--- config.mk ---
export PLATFORM = sky130hd
export DESIGN_NAME = otg_port_control_register
export DESIGN_NICKNAME = d
export VERILOG_FILES = /design/src/pkg/otg_port_pkg.sv /design/src/core/otg_port_control_register.sv
export SDC_FILE = /design/constraint.sdc
export NUM_CORES = 1
export LEC_CHECK = 0
export ABC_AREA = 1
export BUFFER_PORTS_ARGS = -buffer_cell sky130_fd_sc_hd__buf_2
export CORE_MARGIN = 2
export CORE_UTILIZATION = 46
export DETAILED_ROUTE_END_ITERATION = 10
export MAX_ROUTING_LAYER = met4
export PLACE_DENSITY = 0.76
export SETUP_SLACK_MARGIN = 0.02
export SLEW_MARGIN = 20
export SYNTH_ARGS = -nofsm -noshare
export SYNTH_HDL_FRONTEND = slang
export SYNTH_SLANG_ARGS = --single-unit
export TNS_END_PERCENT = 30
--- constraint.sdc ---
create_clock -name ref_clk -period 2.8 [get_ports ref_clk]
set_input_delay 0.42 -clock ref_clk [delete_from_list [all_inputs] [get_ports ref_clk]]
set_output_delay 0.42 -clock ref_clk [all_outputs]
set_load 0.005 [all_outputs]
--- src/pkg/otg_port_pkg.sv ---
package otg_port_pkg;
  // Register index and command codes of the control word
  localparam logic [7:0]  CTRL_INDEX      = 8'h62;
  localparam logic [7:0]  CTRL_WRITE_CODE = 8'hE2;
  localparam int          ADDR_W          = 10;
  localparam logic [9:0]  CTRL_BYTE_ADDR  = {CTRL_INDEX, 2'b00};
  // Field positions
  localparam int BIT_BUS_POWER_DRIVE   = 0;
  localparam int BIT_LOCAL_PULLUP      = 4;
  localparam int BIT_AUTO_PULLUP_EN    = 5;
  localparam int BIT_PLUS_PULLDOWN     = 6;
  localparam int BIT_MINUS_PULLDOWN    = 7;
  localparam int BIT_ENGINE_ROUTE      = 8;
  localparam int BIT_SESSION_METHOD    = 9;
  localparam int BIT_SESSION_DETECT_EN = 10;
  localparam int BIT_RESET_ON_CONNECT  = 11;
  // Reset value and writable bits
  localparam logic [15:0] CTRL_RESET      = 16'h01C0;
  localparam logic [15:0] CTRL_WRITE_MASK = 16'h0FFF;
  // Bus reset length driven on remote connect
  localparam int CLK_MHZ         = 40;
  localparam int BUS_RESET_US    = 10000;
  localparam int BUS_RESET_CYCLES = BUS_RESET_US * CLK_MHZ;
  localparam int RESET_CNT_W     = 20;
  // Synchronised line inputs
  localparam int SYNC_N   = 4;
  localparam int IN_RCONN = 0;
  localparam int IN_VBUSP = 1;
  localparam int IN_DATAP = 2;
  localparam int IN_ID    = 3;

  // Pad control bundle towards the transceiver
  typedef struct packed {
    logic engine_route_sel;
    logic minus_line_pulldown;
    logic plus_line_pulldown;
    logic dp_pullup;
    logic bus_power_drive_en;
    logic se0_drive;
  } pad_ctrl_t;

  // Bus reset sequencer
  typedef enum logic [1:0] {
    RST_IDLE  = 2'b01,
    RST_DRIVE = 2'b10
  } reset_state_t;
endpackage

--- src/core/otg_port_control_register.sv ---
`timescale 1ns/10ps
// How it works
// - Read code 62h, write code E2h, 16 bits; the code takes writes at index 62h too, CTRL_WRITE_CODE is unused
// - Bit 11 set: send SE0 on remote connect
// - Bit 10 enables session request flag, A-device
// - Bit 9 picks VBUS or data pulsing
// - Bit 8 routes host or peripheral engine
// - Bit 7 connects minus line pull-down
// - Bit 6 connects plus line pull-down
// - Bit 5 auto pull-up on remote disconnect, A-device
// - Bit 4 connects plus line pull-up
// - Bit 0 drives VBUS, never for B-device; the pin follows the bit whatever the role
module otg_port_control_register
  import otg_port_pkg::*;
#(
  parameter int RESET_CYCLES = BUS_RESET_CYCLES  // Bus reset length in cycles
) (
  input  wire logic              ref_clk,
  input  wire logic              rstn,
  input  wire logic [ADDR_W-1:0] address,
  input  wire logic              read,
  input  wire logic              write,
  input  wire logic [31:0]       writedata,
  input  wire logic [3:0]        byteenable,
  output logic      [31:0]       readdata,
  output logic                   waitrequest,
  input  wire logic              remote_pullup_seen,
  input  wire logic              vbus_pulse_seen,
  input  wire logic              data_pulse_seen,
  input  wire logic              id_pin,
  input  wire logic              session_req_flag_clear,
  output logic                   session_req_detected_flag,
  output pad_ctrl_t              pads
);

  logic [15:0]       otg_port_control;  // The control word
  logic              ack;               // Answer phase of a bus access
  logic [SYNC_N-1:0] sync1;             // First stage, read only by sync2
  logic [SYNC_N-1:0] sync2;
  logic [SYNC_N-1:0] sync3;
  logic [SYNC_N-1:0] line;              // Debounced line levels
  logic [SYNC_N-1:0] line_d;            // Previous debounced levels
  logic              auto_pullup;       // Pull-up latched by a disconnect
  reset_state_t      reset_state;
  logic [RESET_CNT_W-1:0] reset_cnt;

  // Address decode and strobes
  wire        hit        = (address == CTRL_BYTE_ADDR);
  wire        req        = read | write;
  wire        do_write   = write & ack & hit;
  wire [15:0] lane_mask  = {{8{byteenable[1]}}, {8{byteenable[0]}}};
  wire [15:0] wr_mask    = lane_mask & CTRL_WRITE_MASK;
  wire [15:0] next_ctrl  = (otg_port_control & ~wr_mask) | (writedata[15:0] & wr_mask);

  // Line events, A-device when the ID pin reads low
  wire is_a_device  = ~line[IN_ID];
  wire connect_evt  = line[IN_RCONN] & ~line_d[IN_RCONN];
  wire discon_evt   = ~line[IN_RCONN] & line_d[IN_RCONN];
  wire vbus_evt     = line[IN_VBUSP] & ~line_d[IN_VBUSP];
  wire data_evt     = line[IN_DATAP] & ~line_d[IN_DATAP];
  wire srp_evt      = otg_port_control[BIT_SESSION_METHOD] ? data_evt : vbus_evt;
  wire srp_set      = is_a_device & otg_port_control[BIT_SESSION_DETECT_EN] & srp_evt;
  wire rst_start    = otg_port_control[BIT_RESET_ON_CONNECT] & connect_evt;
  wire auto_set     = is_a_device & otg_port_control[BIT_AUTO_PULLUP_EN] & discon_evt;
  wire last_rst_cyc = (reset_cnt == RESET_CNT_W'(RESET_CYCLES - 1));

  // One wait cycle, then answer; the request is held until then
  assign waitrequest = req & ~ack;

  // Answer phase follows every request by one cycle
  always_ff @(posedge ref_clk or negedge rstn) begin
    if (!rstn) begin
      ack <= 1'b0;
    end else begin
      ack <= req & ~ack;
    end
  end

  // Control word; only a write strobe that hits CTRL_BYTE_ADDR stores it
  always_ff @(posedge ref_clk or negedge rstn) begin
    if (!rstn) begin
      otg_port_control <= CTRL_RESET;
    end else if (do_write) begin
      otg_port_control <= next_ctrl;
    end
  end

  // Read data, zero for unmapped addresses and reserved bits
  always_ff @(posedge ref_clk or negedge rstn) begin
    if (!rstn) begin
      readdata <= 32'h00000000;
    end else if (read & ~ack) begin
      readdata <= hit ? {16'h0000, otg_port_control & CTRL_WRITE_MASK} : 32'h00000000;
    end
  end

  // Three flop synchronisers; a change counts once stages two and three agree
  genvar gi;
  generate
    for (gi = 0; gi < SYNC_N; gi++) begin : g_sync
      always_ff @(posedge ref_clk or negedge rstn) begin
        if (!rstn) begin
          // Idle levels; the role line starts as B-device so no false A-device follows reset
          sync1[gi]  <= (gi == IN_ID);
          sync2[gi]  <= (gi == IN_ID);
          sync3[gi]  <= (gi == IN_ID);
          line[gi]   <= (gi == IN_ID);
          line_d[gi] <= (gi == IN_ID);
        end else begin
          sync1[gi]  <= gi == IN_RCONN ? remote_pullup_seen :
                        gi == IN_VBUSP ? vbus_pulse_seen :
                        gi == IN_DATAP ? data_pulse_seen : id_pin;
          sync2[gi]  <= sync1[gi];
          sync3[gi]  <= sync2[gi];
          line[gi]   <= (sync2[gi] == sync3[gi]) ? sync3[gi] : line[gi];
          line_d[gi] <= line[gi];
        end
      end
    end
  endgenerate

  // Sticky session request flag; a new event wins over the clear
  always_ff @(posedge ref_clk or negedge rstn) begin
    if (!rstn) begin
      session_req_detected_flag <= 1'b0;
    end else if (srp_set) begin
      session_req_detected_flag <= 1'b1;
    end else if (session_req_flag_clear) begin
      session_req_detected_flag <= 1'b0;
    end
  end

  // Auto pull-up holds until software drops the enable
  always_ff @(posedge ref_clk or negedge rstn) begin
    if (!rstn) begin
      auto_pullup <= 1'b0;
    end else if (auto_set) begin
      auto_pullup <= 1'b1;
    end else if (!otg_port_control[BIT_AUTO_PULLUP_EN]) begin
      auto_pullup <= 1'b0;  // Software sets local connect first
    end
  end

  // Bus reset sequencer: drive SE0 for a fixed time after a connect
  always_ff @(posedge ref_clk or negedge rstn) begin
    if (!rstn) begin
      reset_state <= RST_IDLE;
      reset_cnt   <= '0;
    end else begin
      case (reset_state)
        RST_IDLE: begin
          reset_cnt <= '0;
          if (rst_start) begin
            reset_state <= RST_DRIVE;
          end
        end
        RST_DRIVE: begin
          reset_cnt <= reset_cnt + 1'b1;
          if (last_rst_cyc) begin
            reset_state <= RST_IDLE;
          end
        end
        default: begin
          reset_state <= RST_IDLE;
        end
      endcase
    end
  end

  // Pad controls come from flops, dp_pullup through an OR and se0_drive through a state compare, gathered in one driver of the bundle
  assign pads = '{
    engine_route_sel:    otg_port_control[BIT_ENGINE_ROUTE],
    minus_line_pulldown: otg_port_control[BIT_MINUS_PULLDOWN],
    plus_line_pulldown:  otg_port_control[BIT_PLUS_PULLDOWN],
    dp_pullup:           otg_port_control[BIT_LOCAL_PULLUP] | auto_pullup,
    // Software keeps this clear as a B-device; the pin only follows the bit
    bus_power_drive_en:  otg_port_control[BIT_BUS_POWER_DRIVE],
    se0_drive:           (reset_state == RST_DRIVE)  // High for the whole bus reset
  };

  // Checks
  AST_WRITE_STORES: assert property (@(posedge ref_clk) disable iff (!rstn)
    do_write && (byteenable[1:0] == 2'b11)
    |=> {16'h0000, otg_port_control} == ($past(writedata) & {16'h0000, CTRL_WRITE_MASK}))
    else $error("Control write not stored");
  AST_READ_ANSWER: assert property (@(posedge ref_clk) disable iff (!rstn)
    read && hit && !ack |=> !waitrequest && readdata[15:0] == (otg_port_control & CTRL_WRITE_MASK))
    else $error("Control read wrong");
  AST_SE0_ON_CONNECT: assert property (@(posedge ref_clk) disable iff (!rstn)
    rst_start && reset_state == RST_IDLE |=> pads.se0_drive [*8])
    else $error("SE0 not driven on connect");
  AST_NO_SE0_WHEN_OFF: assert property (@(posedge ref_clk) disable iff (!rstn)
    !pads.se0_drive && !otg_port_control[BIT_RESET_ON_CONNECT] |=> !pads.se0_drive)
    else $error("SE0 driven without enable");
  AST_SRP_FLAG: assert property (@(posedge ref_clk) disable iff (!rstn)
    srp_set |=> session_req_detected_flag)
    else $error("Session request flag missed");
  AST_SRP_GATED: assert property (@(posedge ref_clk) disable iff (!rstn)
    !session_req_detected_flag && !otg_port_control[BIT_SESSION_DETECT_EN]
    |=> !session_req_detected_flag)
    else $error("Flag set while disabled");
  AST_SRP_METHOD: assert property (@(posedge ref_clk) disable iff (!rstn)
    !session_req_detected_flag && !session_req_flag_clear && data_evt && !vbus_evt
    && !otg_port_control[BIT_SESSION_METHOD] |=> !session_req_detected_flag)
    else $error("Wrong detection method");
  AST_PULLUP: assert property (@(posedge ref_clk) disable iff (!rstn)
    auto_set |=> pads.dp_pullup)
    else $error("Auto pull-up not applied");
  AST_PULLUP_LOCAL: assert property (@(posedge ref_clk) disable iff (!rstn)
    !otg_port_control[BIT_AUTO_PULLUP_EN] && !$past(otg_port_control[BIT_AUTO_PULLUP_EN])
    |-> pads.dp_pullup == otg_port_control[BIT_LOCAL_PULLUP])
    else $error("Pull-up not following local bit");
  AST_RESERVED_ZERO: assert property (@(posedge ref_clk) disable iff (!rstn)
    readdata[31:12] == 20'h00000)
    else $error("Reserved bits nonzero");
  COV_WRITE: cover property (@(posedge ref_clk) disable iff (!rstn) do_write);
  COV_BUS_RESET: cover property (@(posedge ref_clk) disable iff (!rstn) rst_start);
  COV_SRP: cover property (@(posedge ref_clk) disable iff (!rstn) srp_set);
  COV_AUTO: cover property (@(posedge ref_clk) disable iff (!rstn) auto_set);
  COV_SE0_DONE: cover property (@(posedge ref_clk) disable iff (!rstn) last_rst_cyc && pads.se0_drive);

endmodule // otg_port_control_register

Word-level counts from Yosys, hierarchy flattened. Cells that the tools add are included.

Flip-flop bits (word level): 92. Bits in latches: 0. RAM bits: 0. Bits in read-only memories: 0. Output and inout port bits: 40. Word-level logic and storage cells: 76. Memories: 0.

Add/sub/neg operators: 1. $mul: 0. Divide/modulo/power cells: 0. $lt $le $gt $ge: 0. Equal/unequal tests: 11. Shifts and indexed selects: 0. Muxes and demuxes: 10. Bitwise logic cells: 25. Reduce and logical (&&, ||, !) cells: 3.

Operator list (number): $pmux W20 S2 (1); $add A20 B1 Y20 const B (1); $eq A20 B19 Y1 const B (1); $and A16 B12 Y16 (1); $and A16 B16 Y16 (1); $not A12 Y16 (1); $or A16 B16 Y16 (1); $and A1 B1 Y1 (13); $mux W12 (1); $eq A10 B9 Y1 const B (1); $not A1 Y1 (6); $mux W1 (5); $eq A1 B1 Y1 (4); $mux W2 (2); $ne A2 B1 Y1 const B (2); $pmux W2 S2 (1); $reduce_bool A2 Y1 (2); $eq A2 B1 Y1 const B (1); $eq A2 B2 Y1 const B (1); $ne A2 B2 Y1 const B (1); $or A1 B1 Y1 (2); $reduce_and A2 Y1 (1).

Logic depth before layout (Yosys ltp).
Word-level depth: 5. Mapped depth: 10.

Worst setup path after synthesis. Ideal clock, no wire load.

Path kind: register to register. From: register reset_state[0]. To: register reset_cnt[9]. Library setup time: 113 ps. Data arrival time: 1602 ps. Slack: 1085 ps. Cell stages (with the launch flop): 11. Path buffers: 0. Clock period less this slack: 1715 ps. Path through: dfstp_2 inv_1 ha_1 inv_4 nand4_1 inv_1 nand2_1 o21ai_1 nand2_1 nand2_1 inv_1.

Cells in the longest elaborated chain, start to end: 2. Elaborated cells between the ends (all ways): 4. Those cells by class: 2 x eq/ne; 1 x mux; 1 x reduce/logical.

Ends and longest elaborated chain: start, declared (RTL line otg_port_control_register.sv:44) `reset_state_t reset_state;`; start signal, assigned (RTL line otg_port_control_register.sv:147) `reset_state <= RST_IDLE;`; start signal, assigned (RTL line otg_port_control_register.sv:154) `reset_state <= RST_DRIVE;`; start signal, assigned (RTL line otg_port_control_register.sv:160) `reset_state <= RST_IDLE;`; $eq A2 B2 Y1 / $eq A2 B1 Y1 (equally long branches) (RTL line otg_port_control_register.sv:150) `case (reset_state)`; $pmux W20 S2 / $reduce_bool A2 Y1 (equally long branches); end signal, assigned (RTL line otg_port_control_register.sv:158) `reset_cnt <= reset_cnt + 1'b1;`; end, declared (RTL line otg_port_control_register.sv:45) `logic [RESET_CNT_W-1:0] reset_cnt;`.

Several ways; a longest one is shown, not always the timed one. A chain may end at the register's enable or synchronous reset.

Worst setup path in the final report.
From: register reset_state[0]. To: register reset_cnt[12].

The elaborated chain is that of the path after synthesis.

==> results by stage <==
Drt:
- The final wirelength is 5.72 mm.
- The post-route DRC violation count is 0.
- For this block, the via count after detailed routing is 2393.
- For this run, the detailed router's first-pass iteration total came to 4.
- The number of vias per cell after detailed routing is 4.67.
- In the final routed layout, each cell accounts on average for 11.2 um.
- The detail route stage leaves a number of antenna-violating nets equal to 0.
- The DRC violation total after the first TritonRoute iteration is 172.

Pwr:
- The analysis attributes to cell leakage a power of 1.99 nW.
- The internal power of the cells totals 1.60 mW.
- Per report_power, the combinational group accounts for 11.8% of the total.
- The sequential share of power is 48.5%.
- The worst ir drop on vdd is 339 uV.
- In this run the power density over the cells is 582 nW/um2.
- Net switching is 25.7% of the power.
- The switching power total is 0.553 mW.
- In this run, the clock network consumes 39.7% of the power.

Synthesis:
- The number of synthesized flops with an enable pin is 0.
- The main combinational cell family by area after synthesis is simple AND/OR/NAND/NOR gates.
- In the synthesized netlist the async set-or-reset flop fraction comes to 100%.
- Dividing the synthesized area by the synthesized cell count gives 9.04 um2.
- The sequential fraction of the synthesis area is 52.9%.
- Multiplexer cells account for 0% of the synthesized area.
- The synthesis-stage register bit count is 68.
- The cell count after synthesis is 358.
- Yosys printed 0 warnings.
- The fraction of synthesized cell area in xor and xnor cells is 0%.
- The basic-gate share of the synthesized area counting and, or, nand and nor cells is 23.3%.
- The compound-gate portion of the synthesized area is 9.24%.
- The adder-cell area share of the yosys netlist is 2.40%.
- The post-synthesis instance area is 3240 um2.
- The synthesized netlist contains 39 unique library cells.
- In the synthesized netlist the dominant register cell turns out to be dfrtp_1.

Timing:
- Setup repair after global routing left no endpoint under its margin.
- The count of pins over their slew limit is 0.
- The setup clock skew after layout is 0.00763 ns.
- The tightest slew margin relative to the limit is 44.7%.
- The worst path setup slack after routing is 0.818 ns.
- The number of setup violations in the final report is 0.
- The maximum clock rate is 505 MHz.
- Adding up every negative setup slack in the final design gives 0 ns.
- The final critical-path share of the clock period is 70.8%.
- For the finished layout, the period the worst path requires is 1.98 ns.
- For the pin with the worst max-slew slack, the measured transition is 0.830 ns.
- The total count of hold-check failures in the final report is 0.
- The worst hold margin is 0.171 ns.

Die:
- The overall die width is 87.9 um.
- For this configuration, the core starts out at a cell density of 47.6%.
- The floorplan core area is 6790 um2.
- 95 I/O pins were placed.
- The die covers 7720 um2.
- The row count is 30.
- The die is 87.9 um tall.

Global route:
- The via count of the first global-routing pass is 2281.
- The initial antenna violation count is 0.
- The residual overflow from global routing is 0.
- The first global-routing pass estimated 10.0 mm of wire.
- The largest net degree at the start of global routing is 69.
- The overall fraction of global-route tracks in use is 17.4%.

CTS:
- After clock tree synthesis, the clock-pin slew on the worst setup and hold paths is 0.07 ns.
- The number of sinks handled by clock tree synthesis is 68.
- The longest clock path from root to sink contains 2 buffers.
- The root buffer cell chosen for the clock tree is clkbuf_8.
- Once the clock tree was built, the resizer swapped 0 gates to a different size.
- Once the clock tree was built, the setup fixing pass inserted 0 buffers.
- The clock tree synthesis step divided the H-tree into 3 levels.
- TritonCTS built the clock tree.
- The worst-skew pair later-pin latency is 0.34 ns.
- Hold repair after CTS inserted 0 buffers.
- The clock buffer count from CTS is 9.

Outcome:
- The run finished with clean final reports.

Setup path:
- The nature of the critical path endpoint is a flip-flop.
- The maximum fanout along the worst path is 15.
- The kind of critical path is reg -> reg.
- The nature of the critical path startpoint is a flip-flop.
- Data arrives at the worst endpoint at 2.22 ns.
- The required time reported for the critical path endpoint is 3.04 ns.

Flow run:
- The number of max-cap violations is 0.

Finish:
- Of the cells placed in the final design, the portion with a size suffix greater than 1 is 25.5%.
- In the layout the commonest cells are 70 x nand2_1, 60 x dfrtp_1, 52 x buf_2, 44 x inv_1, 36 x nor2_1.
- The layout net count is 469.
- Across the whole layout, storage elements account for 1710 um2.
- Counting the fill cells in the layout gives 619.
- Leaving out fill and tap cells, the most frequent cell in the layout is nand2_1.
- The area growth from synthesis to final layout is 14.1%.
- Cells fill 54.3% of the core in the end.
- The number of antenna diodes in the final layout is 0.
- The area taken by multi-input logic gates is 1200 um2.

Placement:
- The final RePlAce weighted congestion is 0.850.
- Detailed placement ended at an HPWL of 4.04 mm.
- Before CTS, the worst setup slack after placement is 0.824 ns.
- The port buffer count is 52.

Min path:
- The worst hold path belongs to the class in -> reg.
stage by stage:
stage          power (mW)  instance area (um2)  cells
2_1_floorplan        1.25                 3310    377
3_3_place_gp         1.31                 3480    496
3_5_place_dp         1.31                 3480    496
4_1_cts              2.17                 3690    512
5_1_grt              2.26                 3690    512
6_report             2.15                 3690    512
worst max-delay path, cell delays in order (launching register included):
cell     delay (ns)
dfstp_2        0.55
inv_1          0.04
ha_1           0.37
nor2_1         0.33
inv_2          0.22
nand2_1        0.14
o21ai_0        0.09
nand2_1        0.09
inv_1          0.04
cell usage after synthesis (4+ instances only):
library cell   n  area share [%]
dfrtp_1       60              46
buf_4         24             5.6
maj3_1         4             1.2
nand2_1       70             8.1
nand3_1       26             4.0
nand4_1        4            0.77
dfstp_2        8             6.5
o21ai_0       22             3.4
inv_1         44             5.1
a21oi_1        8             1.2
o21ai_2        8             2.2
nor2_1        36             4.2
layout make-up:
type,count,area share (%)
sequential,68,46.4
multi-input combinational,232,32.6
timing repair buffer,53,7.25
inverter,47,4.85
clock buffer,11,3.56
tap,96,3.25
clock inverter,5,2.10
power by group through the flow:
stage / logic [mW] / registers [mW] / clock network [mW]
finish: 0.253 / 1.04 / 0.854
global route: 0.294 / 1.05 / 0.917
CTS: 0.255 / 1.04 / 0.872
detailed placement: 0.254 / 1.06 / 0
global placement: 0.248 / 1.06 / 0
floorplan: 0.201 / 1.05 / 0
worst paths after layout:
path	start	end	slack (ns)	depth (start not counted)
min in group asynchronous	rstn	readdata[0]	0.27	2
hold reg to reg	sync1[2]	sync2[2]	0.35	0
max in group asynchronous	rstn	reset_cnt[6]	2.00	2
setup / recovery	reset_state[0]	reset_cnt[12]	0.82	8
hold / removal	id_pin	sync1[3]	0.17	1
setup reg to reg	reset_state[0]	reset_cnt[12]	0.82	8
metal layers:
layer  global-route usage, %  wire length, um  vias up
li1                        -                -     1200
met1                    20.9             2570     1104
met3                    5.28              379        9
met2                    27.1             2680       80
met4                    7.41               90        0
met5                       -                0        -
kinds of logic after synthesis:
kind of cell               Yosys count
adders and majority gates            7
other                                1
AOI/OAI and AO/OA                   48
and+or+nand+nor                    157
buffers and inverters               77
DFF                                 68
Power figures use the tool's default switching activity.
